<file path="config.mk">
export PLATFORM = sky130hd
export DESIGN_NAME = xbus_arbiter_pin_share
export DESIGN_NICKNAME = d
export VERILOG_FILES = /design/src/hw/pin_share_pkg.sv /design/src/hw/xbus_arbiter_pin_share.sv
export SDC_FILE = /design/constraint.sdc
export NUM_CORES = 1
export LEC_CHECK = 0
export BUFFER_PORTS_ARGS = -buffer_cell sky130_fd_sc_hd__buf_2
export CELL_PAD_IN_SITES_DETAIL_PLACEMENT = 1
export CELL_PAD_IN_SITES_GLOBAL_PLACEMENT = 1
export CORE_ASPECT_RATIO = 1.75
export CORE_MARGIN = 2
export CORE_UTILIZATION = 34
export CTS_CLUSTER_SIZE = 12
export DETAILED_ROUTE_END_ITERATION = 8
export PLACE_DENSITY = 0.78
export SYNTH_ARGS = -nofsm -noshare
export SYNTH_HDL_FRONTEND = slang
export SYNTH_SLANG_ARGS = --single-unit
</file>
<file path="constraint.sdc">
create_clock -name clock -period 4.3 [get_ports clock]
set_clock_uncertainty 0.2 [all_clocks]
set_input_delay 0.43 -clock clock [delete_from_list [all_inputs] [get_ports clock]]
set_output_delay 0.43 -clock clock [all_outputs]
set_load 0.05 [all_outputs]
</file>
<file path="src/hw/pin_share_pkg.sv">
/*
 * constants and carrier types for the shared peripheral-port / arbiter pin group.
 * assumes a single core clock domain and an internal access sequencer upstream.
 */
package pin_share_pkg;
    localparam int STRAP_BIT       = 7;   // mode strap position on the sdram address pins
    localparam int SDRAM_ADDR_W    = 13;
    localparam int ADDR_W          = 32;
    localparam int DATA_W          = 32;
    localparam int NUM_CS          = 3;
    localparam int NUM_EXT_MASTERS = 4;
    localparam int NUM_MASTERS     = NUM_EXT_MASTERS + 1;
    localparam int PME_STATUS_BIT  = 15;
    localparam int PME_ENABLE_BIT  = 8;
    localparam int PMCS_W          = 16;
    localparam int PME_CS_INDEX    = 1;
    // chip-select windows: address bits [25:24] pick the peripheral
    localparam int CS_SEL_LSB      = 24;
    localparam logic [1:0] CS_SEL_RESET = 2'h0;
    localparam logic       STRAP_RESET  = 1'h1;  // pull-up default: peripheral port

    typedef enum logic [1:0] {
        PORT_IDLE,
        PORT_READ,
        PORT_WRITE
    } port_state_type;

    // one peripheral access request from the processor side
    typedef struct packed {
        logic              valid;
        logic              write;
        logic              wide;     // 1: 16-bit peripheral, 0: 8-bit
        logic [ADDR_W-1:0] addr;
        logic [DATA_W-1:0] wdata;
    } port_req_type;

    // pin-level drive of the shared group
    typedef struct packed {
        logic              buf_dir_n;
        logic              rd_n;
        logic              wr_n;
        logic              gnt0_n;
        logic [NUM_CS-1:0] cs_out_n;
        logic [NUM_CS-1:0] cs_oe_n;
    } pin_drive_type;
endpackage

</file>
<file path="src/hw/xbus_arbiter_pin_share.sv">
/*
 * shared pin group: parallel peripheral port or pci arbiter pins, selected by a strap.
 * assumes external transceivers on the data bus and a board link from request to grant.
 */
`timescale 1ns/1ps

// What this block does
// - strap bit seven high gives peripheral port, low gives arbiter pins
// - strap pins sampled once, on the first clock after reset release, then held
// - 8 and 16-bit peripherals, address and data on processor buses
// - buffer direction low for the whole of every write, high otherwise
// - read strobe low during a peripheral read
// - write strobe low during a peripheral write
// - output chip selects assert the one matching the accessed address range
// - unused chip-select pins serve as interrupt inputs, direction per control bit
// - chip select one as output drives power event when status and enable set
// - arbiter grants highest-priority of five requesters, four external plus self
// - arbiter pin remap: grants 1-3 on direction and strobe pins, requests 0-2 on chip selects
module xbus_arbiter_pin_share
    import pin_share_pkg::*;
#(
    parameter int STROBE_CYCLES = 4
) (
    input  wire logic                    clock,
    input  wire logic                    rst_n,
    input  wire logic [SDRAM_ADDR_W-1:0] sdram_row_col_address,
    input  wire port_req_type            port_req,
    output logic                         port_ready,
    output logic                         port_done,
    output logic [DATA_W-1:0]            port_rdata,
    output logic [ADDR_W-1:0]            cpu_addr_out,
    output logic [DATA_W-1:0]            cpu_data_out,
    output logic                         cpu_data_oe_n,
    input  wire logic [DATA_W-1:0]       cpu_data_in,
    input  wire logic [NUM_CS-1:0]       cs_dir_out,
    input  wire logic                    pme_out_enable,
    input  wire logic [PMCS_W-1:0]       power_mgmt_ctrl_status,
    input  wire logic [NUM_CS-1:0]       cs_pin_in,
    input  wire logic                    req3_pin_n,
    input  wire logic                    self_req,
    output logic                         self_gnt,
    output logic [NUM_CS-1:0]            cs_irq,
    output logic                         port_mode,
    output pin_drive_type                pins
);

    ////////////////////////////////////////////////////////////////////////////
    // reset release and strap capture

    logic rst_meta_reg, rst_sync_reg, strap_seen_reg;
    logic port_mode_reg;
    logic [NUM_CS-1:0] cs_meta_reg, cs_sync_reg;
    logic req3_meta_reg, req3_sync_reg;

    always_ff @(posedge clock or negedge rst_n) begin
        if (!rst_n) begin
            rst_meta_reg <= 1'h0;
            rst_sync_reg <= 1'h0;
        end else begin
            rst_meta_reg <= 1'h1;
            rst_sync_reg <= rst_meta_reg;
        end
    end

    // strap caught on the first clock after release; pins are inputs until then
    always_ff @(posedge clock or negedge rst_sync_reg) begin
        if (!rst_sync_reg) begin
            strap_seen_reg <= 1'h0;
            port_mode_reg  <= STRAP_RESET;
        end else if (!strap_seen_reg) begin
            strap_seen_reg <= 1'h1;
            port_mode_reg  <= sdram_row_col_address[STRAP_BIT];
        end
    end
    assign port_mode = port_mode_reg;

    // pin inputs come from outside: two flops before use
    always_ff @(posedge clock or negedge rst_sync_reg) begin
        if (!rst_sync_reg) begin
            cs_meta_reg   <= '1;
            cs_sync_reg   <= '1;
            req3_meta_reg <= 1'h1;
            req3_sync_reg <= 1'h1;
        end else begin
            cs_meta_reg   <= cs_pin_in;
            cs_sync_reg   <= cs_meta_reg;
            req3_meta_reg <= req3_pin_n;
            req3_sync_reg <= req3_meta_reg;
        end
    end

    ////////////////////////////////////////////////////////////////////////////
    // peripheral port access sequencer

    function automatic logic [NUM_CS-1:0] cs_decode(input logic [ADDR_W-1:0] a);
        logic [1:0] sel;
        sel = a[CS_SEL_LSB +: 2];
        cs_decode = '0;
        if (sel < 2'(NUM_CS)) begin
            cs_decode[sel] = 1'h1;
        end
    endfunction

    port_state_type state_reg;
    logic [7:0] count_reg;
    logic [ADDR_W-1:0] addr_reg;
    logic [DATA_W-1:0] wdata_reg;
    logic wide_reg;
    logic [NUM_CS-1:0] cs_hit_reg;
    logic active;

    assign active     = strap_seen_reg && port_mode_reg;
    assign port_ready = active && (state_reg == PORT_IDLE);

    always_ff @(posedge clock or negedge rst_sync_reg) begin
        if (!rst_sync_reg) begin
            state_reg  <= PORT_IDLE;
            count_reg  <= 8'h00;
            addr_reg   <= '0;
            wdata_reg  <= '0;
            wide_reg   <= 1'h0;
            cs_hit_reg <= '0;
        end else begin
            unique case (state_reg)
                PORT_IDLE: begin
                    if (port_ready && port_req.valid) begin
                        state_reg  <= port_req.write ? PORT_WRITE : PORT_READ;
                        count_reg  <= 8'(STROBE_CYCLES - 1);
                        addr_reg   <= port_req.addr;
                        wdata_reg  <= port_req.wdata;
                        wide_reg   <= port_req.wide;
                        cs_hit_reg <= cs_decode(port_req.addr);
                    end
                end
                PORT_READ, PORT_WRITE: begin
                    if (count_reg == 8'h00) begin
                        state_reg <= PORT_IDLE;
                    end else begin
                        count_reg <= count_reg - 8'h01;
                    end
                end
            endcase
        end
    end

    // read data captured on the last strobe cycle; 8-bit parts fill the low byte only
    always_ff @(posedge clock or negedge rst_sync_reg) begin
        if (!rst_sync_reg) begin
            port_rdata <= '0;
            port_done  <= 1'h0;
        end else begin
            port_done <= (state_reg != PORT_IDLE) && (count_reg == 8'h00);
            if (state_reg == PORT_READ && count_reg == 8'h00) begin
                port_rdata <= wide_reg ? {16'h0000, cpu_data_in[15:0]}
                                       : {24'h000000, cpu_data_in[7:0]};
            end
        end
    end

    assign cpu_addr_out  = addr_reg;
    assign cpu_data_out  = wdata_reg;
    assign cpu_data_oe_n = !(state_reg == PORT_WRITE);

    ////////////////////////////////////////////////////////////////////////////
    // arbiter: fixed priority, request 0 highest, self lowest

    logic [NUM_MASTERS-1:0] req_vec, gnt_reg;

    // chip-select pins are requests here whatever their direction bits say
    assign req_vec = {self_req, ~req3_sync_reg, ~cs_sync_reg};

    always_ff @(posedge clock or negedge rst_sync_reg) begin
        if (!rst_sync_reg) begin
            gnt_reg <= '0;
        end else if (!(strap_seen_reg && !port_mode_reg)) begin
            gnt_reg <= '0;
        end else if (!(|(gnt_reg & req_vec))) begin
            gnt_reg <= req_vec & (~req_vec + NUM_MASTERS'(1));
        end
    end

    // the board loop from request to grant returns this to the device's master logic
    assign self_gnt = gnt_reg[NUM_MASTERS-1];

    ////////////////////////////////////////////////////////////////////////////
    // pin drive and interrupt inputs

    logic pme_assert;
    assign pme_assert = power_mgmt_ctrl_status[PME_STATUS_BIT]
                        && power_mgmt_ctrl_status[PME_ENABLE_BIT];

    always_comb begin
        pins.gnt0_n    = 1'h1;
        pins.buf_dir_n = 1'h1;
        pins.rd_n      = 1'h1;
        pins.wr_n      = 1'h1;
        pins.cs_out_n  = '1;
        pins.cs_oe_n   = '1;  // chip-select pins float until the strap is taken; strobes and grant pins held high
        if (active) begin
            pins.buf_dir_n = !(state_reg == PORT_WRITE);
            pins.rd_n      = !(state_reg == PORT_READ);
            pins.wr_n      = !(state_reg == PORT_WRITE);
            pins.cs_oe_n   = ~cs_dir_out;
            pins.cs_out_n  = (state_reg != PORT_IDLE) ? ~cs_hit_reg : '1;
            if (pme_out_enable) begin
                pins.cs_oe_n[PME_CS_INDEX]  = 1'h0;
                pins.cs_out_n[PME_CS_INDEX] = !pme_assert;
            end
        end else if (strap_seen_reg) begin
            pins.gnt0_n    = !gnt_reg[0];
            pins.buf_dir_n = !gnt_reg[1];
            pins.rd_n      = !gnt_reg[2];
            pins.wr_n      = !gnt_reg[3];
        end
    end

    // inputs pass to interrupts only where the pin is not driven out
    assign cs_irq = active ? (~cs_sync_reg & ~cs_dir_out
                    & ~(NUM_CS'(pme_out_enable) << PME_CS_INDEX)) : '0;

    ////////////////////////////////////////////////////////////////////////////
    // checks

    // helper: cycles the current strobe has been low, so its length can be judged
    // against the parameter without a long repetition inside a property
    logic [8:0] strobe_len_reg;

    always_ff @(posedge clock or negedge rst_sync_reg) begin
        if (!rst_sync_reg) begin
            strobe_len_reg <= 9'h000;
        end else if (active && !(pins.rd_n && pins.wr_n)) begin
            strobe_len_reg <= strobe_len_reg + 9'h001;
        end else begin
            strobe_len_reg <= 9'h000;
        end
    end

    // strobes and buffer direction; direction must follow the write strobe exactly
    a_write_dir_whole: assert property (@(posedge clock) disable iff (!rst_sync_reg)
        active |-> (pins.buf_dir_n == pins.wr_n))
        else $error("buffer direction differs from write strobe");
    a_read_strobe: assert property (@(posedge clock) disable iff (!rst_sync_reg)
        port_ready && port_req.valid && !port_req.write |=> !pins.rd_n)
        else $error("read strobe missing");
    a_write_strobe: assert property (@(posedge clock) disable iff (!rst_sync_reg)
        port_ready && port_req.valid && port_req.write |=> !pins.wr_n && !pins.buf_dir_n)
        else $error("write strobe missing");
    a_strobe_length: assert property (@(posedge clock) disable iff (!rst_sync_reg)
        active && $rose(pins.rd_n && pins.wr_n) |-> strobe_len_reg == 9'(STROBE_CYCLES))
        else $error("strobe length differs from configured count");
    a_no_dir_read: assert property (@(posedge clock) disable iff (!rst_sync_reg)
        !pins.rd_n && active |-> pins.buf_dir_n)
        else $error("buffer direction on read");
    a_idle_quiet: assert property (@(posedge clock) disable iff (!rst_sync_reg)
        active && (state_reg == PORT_IDLE) |-> pins.rd_n && pins.wr_n && pins.buf_dir_n)
        else $error("strobe active while port idle");

    // selects, completion and power event
    a_done_after: assert property (@(posedge clock) disable iff (!rst_sync_reg)
        port_done |-> $past(!pins.rd_n || !pins.wr_n))
        else $error("done without a preceding strobe");
    a_cs_match: assert property (@(posedge clock) disable iff (!rst_sync_reg)
        active && (state_reg != PORT_IDLE) && !pme_out_enable |->
        (~pins.cs_out_n == cs_decode(cpu_addr_out)))
        else $error("chip select mismatch");
    a_pme_out: assert property (@(posedge clock) disable iff (!rst_sync_reg)
        active && pme_out_enable |-> pins.cs_out_n[PME_CS_INDEX] == !pme_assert)
        else $error("power event pin wrong");

    // pins stay released until the strap is taken, and the mode never moves after
    a_reset_quiet: assert property (@(posedge clock) disable iff (!rst_sync_reg)
        !strap_seen_reg |-> (pins.cs_oe_n == '1) && pins.rd_n && pins.wr_n && pins.gnt0_n)
        else $error("pins driven before strap capture");
    a_strap_held: assert property (@(posedge clock) disable iff (!rst_sync_reg)
        strap_seen_reg && $past(strap_seen_reg) |-> $stable(port_mode_reg))
        else $error("mode changed after capture");

    // arbiter: grant shape, priority, no pre-emption, pin map
    a_grant_onehot: assert property (@(posedge clock) disable iff (!rst_sync_reg)
        $onehot0(gnt_reg) && (!(port_mode_reg && strap_seen_reg) || (gnt_reg == '0)))
        else $error("grant not one-hot");
    a_arb_priority: assert property (@(posedge clock) disable iff (!rst_sync_reg)
        strap_seen_reg && !port_mode_reg && !(|(gnt_reg & req_vec)) && (|req_vec) |=>
        (((gnt_reg - NUM_MASTERS'(1)) & $past(req_vec)) == '0)
        && ((gnt_reg & $past(req_vec)) != '0))
        else $error("grant skipped a higher-priority request");
    a_grant_held: assert property (@(posedge clock) disable iff (!rst_sync_reg)
        strap_seen_reg && !port_mode_reg && (|(gnt_reg & req_vec)) |=> $stable(gnt_reg))
        else $error("grant moved while its request stood");
    a_arb_pins: assert property (@(posedge clock) disable iff (!rst_sync_reg)
        strap_seen_reg && !port_mode_reg |-> pins.cs_oe_n == '1 && pins.rd_n == !gnt_reg[2])
        else $error("arbiter pin map wrong");
    a_cs_as_request: assert property (@(posedge clock) disable iff (!rst_sync_reg)
        strap_seen_reg && !port_mode_reg && !cs_sync_reg[0] && !(|(gnt_reg & req_vec))
        |=> !pins.gnt0_n)
        else $error("chip-select pin not taken as a request");

    // main scenarios the bench is expected to reach
    c_read: cover property (@(posedge clock) disable iff (!rst_sync_reg)
        $fell(pins.rd_n) && active);
    c_write: cover property (@(posedge clock) disable iff (!rst_sync_reg)
        $fell(pins.wr_n) && active);
    c_grant: cover property (@(posedge clock) disable iff (!rst_sync_reg) |gnt_reg);
    c_pme: cover property (@(posedge clock) disable iff (!rst_sync_reg)
        active && pme_out_enable && pme_assert);
    c_self_grant: cover property (@(posedge clock) disable iff (!rst_sync_reg)
        self_gnt && !port_mode_reg);

endmodule

</file>
==> results of run 1 <==
==> layer usage <==
layer / track usage, % / wire length (microns) / vias up
met3: 3.786 / 611 / 19
met5: 0 / 0 / -
met2: 31.56 / 7002 / 119
met4: 7.605 / 306 / 0
li1: - / - / 1591
met1: 16.09 / 3985 / 1743
==> metrics by stage <==
step / setup WS (ps) / utilization [%]
after floorplan: 764.6 / -
after global placement: 1281 / 42.75
after detailed placement: 1199 / 42.75
after CTS: 1186 / 45.33
after global routing: 1021 / 45.33
final: 1275 / 45.33
==> Yosys cell counts, types with 2 or more instances <==
cell,count
nor4_1,2
ha_1,5
dfrtp_1,103
nand3b_1,2
nor3_1,2
mux2_1,4
o211ai_1,3
nor2_1,7
buf_2,2
nand3_1,12
a22o_1,3
nand2_1,17
a21oi_1,9
or4_1,7
conb_1,2
o31ai_1,2
dfstp_2,9
inv_1,19
o21ai_0,19
nor2b_1,2
a221oi_1,2
clkbuf_1,12
or3_1,2
nand2b_1,5
mux2_2,70
buf_4,16
==> cells in the final DEF (no fill, tap or decap), types with 2 or more instances in the layout <==
cell type,n
dlygate4sd3_1,5
or3_1,2
buf_4,2
o211ai_1,3
nand2b_1,5
or4_1,7
nand3b_1,2
dfrtp_1,102
mux2_1,4
inv_1,19
a221oi_1,2
nand3_1,12
a22o_1,3
mux2_2,70
nor2_1,7
clkbuf_16,9
clkbuf_8,2
o31ai_1,2
conb_1,18
clkinv_4,3
nor3_1,2
nand2_1,17
buf_2,194
a21oi_1,9
nor4_1,2
o21ai_0,19
dfstp_2,9
nor2b_1,2
ha_1,5
==> report_power, final <==
part	switching, mW	internal [mW]	leakage (nW)
Clock	0.389	0.433	0.145
Combinational	1.98	0.715	1.53
Sequential	0.269	1.50	1.36
Total	2.64	2.64	3.03
==> worst paths after layout <==
kind	start	to	slack, ps	cells after the start
max	state_reg[0]$_DFFE_PN0P_	count_reg[4]$_DFFE_PN0P_	1270	7
min	port_req[65]	state_reg[0]$_DFFE_PN0P_	70	2
max reg2reg	state_reg[0]$_DFFE_PN0P_	count_reg[4]$_DFFE_PN0P_	1270	7
min reg2reg	cs_meta_reg[0]$_DFF_PN1_	cs_sync_reg[0]$_DFF_PN1_	150	0
max in group asynchronous	rst_sync_reg$_DFF_PN0_	cpu_data_out[26]$_DFFE_PN0P_	2540	1
min in group asynchronous	rst_n	rst_sync_reg$_DFF_PN0_	200	2
==> logic make-up (layout without fill, tap and decap cells) <==
logic type	Yosys count	count (layout)
buffers and inverters	50	236
adder cells (fa/ha/maj)	5	5
multiplexers	75	75
AO/OA/AOI/OAI	44	44
flip-flops	112	112
other	2	18
XOR/XNOR	1	1
AND/OR/NAND/NOR	66	66
==> final cells by class <==
class / instances / area (sq um) / area share, %
clock inverters: 4 / 37.54 / 0.6188
inverters: 19 / 71.32 / 1.176
repair buffers: 201 / 1036 / 17.08
flip-flops and latches: 112 / 2818 / 46.45
well taps: 174 / 217.7 / 3.589
multi-input cells: 209 / 1629 / 26.86
clock buffers: 12 / 256.5 / 4.229
==> what timing repair did <==
action / CTS / global route
resized for setup: 0 / 0
setup endpoints to repair: 0 / 0
hold buffers: 5 / 0
endpoints found under the hold margin: 6 / 0
==> results.md, run 1 <==
* PwrDens at 870.4 nW/um^2
* Largest net degree at the start of global routing at 78
* Clock Latency Late Sink at 350 ps
* Routed wire per std cell at 16.28 microns
* Peak Freq at 330.5 MHz
* Pre-antenna DRT Iters at 4
* Multiplexer area fraction after synthesis at 18.17%
* DRT iter0 DRCs at 61
* Drt drc at 0
* TritonCTS Buffers at 9
* VDD IR max at 0.4227 mV
* Relative slew slack at 22.72%
* Synth Area in XOR/XNOR at 0.1887%
* Nets at ~700
* Post-synthesis instance area at ~4600 sq um
* HPWL Detailed at 9003 microns
* CP endpoint kind: register
* H-tree depth at 3
* First-pass GRT wire length at 18650 microns
* Initial core utilization at 34.68%
* Crit Path Category: reg -> reg
* Final worst-path cycle share at 70.36%
* Largest cells by area after synthesis: dfrtp_1 (56%), mux2_2 (17%), dfstp_2 (5.1%), buf_4 (2.6%), o21ai_0 (2.0%)
* Arrival time at the worst endpoint at between 3000 and 4000 ps
* Root Buffer: clkbuf_16
* Yosys reg bits at 112
* CP max stage cell: buf_4
* Biggest area consumer among synthesized cells: dfrtp_1
* Max_cap viols at 0
* Global route total overflow at 0
* Final min period at 3025 ps
* Worst-margin pin slew at roughly 1200 ps
* Sequential share of the synthesized area at 60.64%
* Vias in the first global route at 3764
* Clk sink count at 112
* Initial antenna violation count at 0
* Setup TNS at 0 ps
* Prevailing post-synth register cell: dfrtp_1
* Cell Count, Final, Fillers Out at ~730
* Critical path peak fanout at 74
* Worst hold path type: in -> reg
* Pleak at slightly above 3 nW
* Simple-gate share of the synthesized area at 8.061%
* Overall Global Routing Usage at 16.31%
* Final setup fails at 0
* Port Buffers at 194
* Total power at between 5 and 6 mW
* P&R area growth vs syn at 30.71%
* Hold slack at 65.02 ps
* Row count at 56
* Vias per cell at 4.750
* Worst Path Buf+Inv at 2
* Maximum clock path buffer count at 2
* Via count at 3472
* CP top delay family: simple AND/OR/NAND/NOR gates
* Post-CTS setup buffers at 0
* Diode count at 0
* Vert. Die Dim at approximately 160 microns
* Largest family of logic cells by synthesized area: multiplexers
* Slew Limit Fails at 0
* Final estimated routing congestion in global placement at 0.8489
* Worst Path Required at 4380 ps
* Compound-Gate Fraction of Synth Area at between 5 and 6%
* Placeable Area at ~13000 sq um
* Filler instances at 1498
* CTS tree: built
* Die width at 92.32 microns
* Syn Area/Cell at 13.07 sq um
* Synth top area share at 55.54%
* Post-synth EDFFs at 0
* Synth Area in Adders at 1.348%
* Worst path max stage delay at about 710 ps
* Dpl cells at 710
* Synth warn at 0
* FFs w/ async S/R, synth at 100.0%
* Startpoint Class: register
* Post-route cell area at 6066 sq um
* Syn Inst Count at 355
* Fraction of layout cells with a size suffix above 1 at 52.78%
* # IOs at around 250
* Post-DRT Antenna Nets at 0
* DP Area at 5722 sq um
* RSZ-0062 raised after global routing: false
* Post-Route WL at 11900 microns
* Crit-path cells: inv_1 -> ha_1 -> nand4_1 -> buf_4 -> a21oi_1 -> or4_1 -> nand2_1
* Synth cell types at 43
* Clk pin slew, worst setup/hold paths at 70 ps
* Status: complete, no violations
* Die area at roughly 15000 sq um
* Fin. Hold Viols at 0
(Power assumes the default switching activity.)
==> run 2: changes to the inputs <==
Settings changed: ABC_AREA set to 1, CORE_UTILIZATION 34 to 29, PLACE_DENSITY 0.78 to 0.74.
Clock period 4.3 ns to 2.4 ns, I/O delays scaled along.
==> run 2 against run 1 <==
Via count grew 31%. Critical path depth shrank 2. Largest cell class unchanged. Clock-buffer cell count is the same. Die area grew 20%. Sequential share of layout area shrank 6.6 points. Register-to-register slack lost 890 ps.
==> results.md, run 2 <==
* CP top delay family: buffers and inverters
* Syn Inst Count at 538 (+52%)
* Crit Path Category: reg -> out
* Startpoint Class: register
* Final worst-path cycle share at 88.61%
* Commonest non-fill, non-tap cell in the layout: nand2_1
* Synth top area share at 54.04% (-1.5 points)
* Compound-Gate Fraction of Synth Area at 4.328% (-1.5 points)
* Vias in the first global route at 5064 (+35%)
* Post-Route WL at 15470 microns (+30%)
* Pleak at 3.808 nW (+25%)
* Synth cell types at 31 (-28%)
* Met2 Resource Use GR at 35.06% (+3.5 points)
* Largest family of logic cells by synthesized area: simple AND/OR/NAND/NOR gates
* Synth Area in XOR/XNOR at 0.3673% (+0.18 points)
* Setup slack after layout at 273.3 ps (-1001 ps)
* Multiplexer area fraction after synthesis at 0% (-18 points)
* Worst hold path type: in -> reg
* Max_cap viols at 0 (unchanged)
* Post-synthesis instance area at 4770 sq um (+2.8%)
* Largest net degree at the start of global routing at 106 (+36%)
* Via count at 4547 (+31%)
* Synth warn at 0 (unchanged)
* Biggest area consumer among synthesized cells: dfrtp_1
* Grt met1 use at 18.92% (+2.8 points)
* Status: complete, no violations
* CTS tree: built
* Fraction of layout cells with a size suffix above 1 at 30.34% (-22 points)
* Setup TNS at 0 ps (unchanged)
* Maximum clock path buffer count at 2 (unchanged)
* Diode count at 0 (unchanged)
* Worst Path Required at 1960 ps (-2420 ps)
* CP max stage cell: dfstp_2
* FFs w/ async S/R, synth at 100.0% (unchanged)
* Row count at 62 (+11%)
* Largest cells by area after synthesis: dfrtp_1 (54%), nand2_1 (21%), dfstp_2 (5.0%), buf_4 (2.5%), nand3_1 (2.1%)
* Placeable Area at 16290 sq um (+22%)
* Arrival time at the worst endpoint at 1690 ps (-1420 ps)
* Pre-antenna DRT Iters at 4 (unchanged)
* Final min period at 2127 ps
* DRT iter0 DRCs at 109 (+79%)
* First-pass GRT wire length at 25380 microns (+36%)
* Post-CTS setup buffers at 0 (unchanged)
* PwrDens at 1387 nW/um^2 (+59%)
* Drt drc at 0 (unchanged)
* Post-DRT Antenna Nets at 0 (unchanged)
* Slew Limit Fails at 0 (unchanged)
* Fin. Hold Viols at 0 (unchanged)
* Crit-path cells: nand2_2 -> buf_4 -> inv_1 -> a22oi_1 -> buf_2
* Post-route cell area at 7071 sq um (+17%)
* Relative slew slack at 62.40% (+40 points)
* Port Buffers at 194 (unchanged)
* TritonCTS Buffers at 9 (unchanged)
* H-tree depth at 3 (unchanged)
* Simple-gate share of the synthesized area at 27.44% (+19 points)
* Die width at 100.9 microns (+9.3%)
* Peak Freq at approximately 470 MHz
* # IOs at 253 (unchanged)
* Clock Latency Late Sink at 350 ps (about the same)
* Synth Area in Adders at 1.312% (-0.036 points)
* DP Area at 5878 sq um (+2.7%)
* Final estimated routing congestion in global placement at 0.7594 (-11%)
* Critical path peak fanout at 8 (-89%)
* Routed wire per std cell at 15.23 microns (-6.5%)
* Commonest cells post-synth: nand2_1 (273), dfrtp_1 (103), inv_1 (20), nand3_1 (20), buf_4 (16)
* Clk sink count at 112 (unchanged)
* GRT busiest layer: met2
* Worst Path Buf+Inv at 3 (+1)
* Global route total overflow at 0 (unchanged)
* Syn Area/Cell at 8.865 sq um (-32%)
* VDD IR max at 0.6494 mV (+54%)
* Overall Global Routing Usage at 18.35% (+2.0 points)
* Initial antenna violation count at 0 (unchanged)
* Place WS at 375.4 ps (-823.6 ps)
* Vert. Die Dim at 173.7 microns (+9.5%)
* HPWL Detailed at 9683 microns (+7.6%)
* CP endpoint kind: output port
* RSZ-0062 raised after global routing: false
* Initial core utilization at 29.28% (-5.4 points)
* Met3 GRT Util at 3.306% (-0.48 points)
* Yosys reg bits at 112 (unchanged)
* Die area at 17530 sq um (+20%)
* Vias per cell at 4.475 (-5.8%)
* Sequential share of the synthesized area at 59.00% (-1.6 points)
* Post-synth EDFFs at 0 (unchanged)
* Nets at 963 (+38%)
* Root Buffer: clkbuf_16
* Most common cell in the synthesized netlist: nand2_1
* Prevailing post-synth register cell: dfrtp_1
* Worst-margin pin slew at 564.1 ps (-586.5 ps)
* Clk pin slew, worst setup/hold paths at 70 ps (about the same)
* Final setup fails at 0 (unchanged)
* Most frequent cells in the layout: nand2_1 (273), buf_2 (194), dfrtp_1 (102), dlygate4sd3_1 (90)
* P&R area growth vs syn at 48.24%
* Worst path max stage delay at 560 ps (-150 ps)
-- run 2: changes by cell type after synthesis, moves of 6 or more --
cell | previous run | this run
nand2_1 | 17 | 273
mux2_2 | 70 | 0
clkbuf_1 | 12 | 2
o21ai_0 | 19 | 10
nand3_1 | 12 | 20
o21ai_2 | 0 | 8
a21oi_1 | 9 | 2
buf_2 | 2 | 9
buf_6 | 1 | 8
or4_1 | 7 | 0
o21ai_1 | 0 | 6
-- run 2: per-layer routing --
metal  wire [microns]  up-vias
met5                0        -
met3              703       32
met4              553        0
met2             8666      158
met1             5549     2178
li1                 -     2179
-- run 2: cell families (layout without fill, tap and decap cells) --
logic type	Yosys count	in the layout
fa+ha+maj	5	5
flops	112	112
compound gates	32	32
other cells	2	18
xor+xnor	2	2
buf+inv	59	329
simple gates	326	326
-- run 2: layout make-up --
cell class	instances	area, sq um
Inverter	23	86.33
Multi-Input combinational cell	383	1668
Tap cell	192	240.2
Sequential cell	112	2818
Clock inverter	4	35.03
Timing Repair Buffer	290	1967
Fill cell	1965	9220
Clock buffer	12	256.5
-- run 2: final timing paths --
path                                          startpoint                           end  slack, ps  cells after the start
worst max-delay path               port_mode$_DFFE_PN1N_                       pins[8]        270                      5
worst min-delay path                            self_req        gnt_reg[4]$_DFFE_PN0P_         70                      5
worst max register to register  state_reg[0]$_DFFE_PN0P_  cpu_data_out[22]$_DFFE_PN0P_        380                      9
worst min register to register  cs_meta_reg[2]$_DFF_PN1_      cs_sync_reg[2]$_DFF_PN1_        160                      0
max in group asynchronous         rst_sync_reg$_DFF_PN0_   cpu_data_out[3]$_DFFE_PN0P_       1250                      1
min in group asynchronous         rst_sync_reg$_DFF_PN0_   cpu_data_out[6]$_DFFE_PN0P_        230                      1
-- run 2: through the flow --
step / hold WS [ps] / cells / util (%) / power (mW)
finish: 72.54 / 1016 / 43.40 / 9.809
global route: 95.87 / 1016 / 43.40 / 10.39
CTS: 61.36 / 1016 / 43.40 / 9.829
detailed placement: -171.5 / 910 / 36.08 / 8.169
global placement: -175.3 / 910 / 36.08 / 8.084
floorplan: -255.6 / 554 / - / 6.950
-- run 2: worst reg2reg max path: cells and delay by family (launching register included) --
family        cells  cell delay [ps]
buf+inv           4              710
fa+ha+maj         1              250
flops             1              410
simple gates      4              390
-- run 2: repair_timing --
item,in CTS,in global routing
endpoints found under the setup margin,0,0
hold buffers,90,0
endpoints found under the hold margin,97,0
resized for setup,0,0
-- run 2: where the power goes --
group,total (mW),switching [mW],leakage [nW],internal [mW]
sequential,3.14,0.465,1.37,2.67
combinational,5.17,3.98,2.29,1.20
clock,1.50,0.720,0.144,0.776
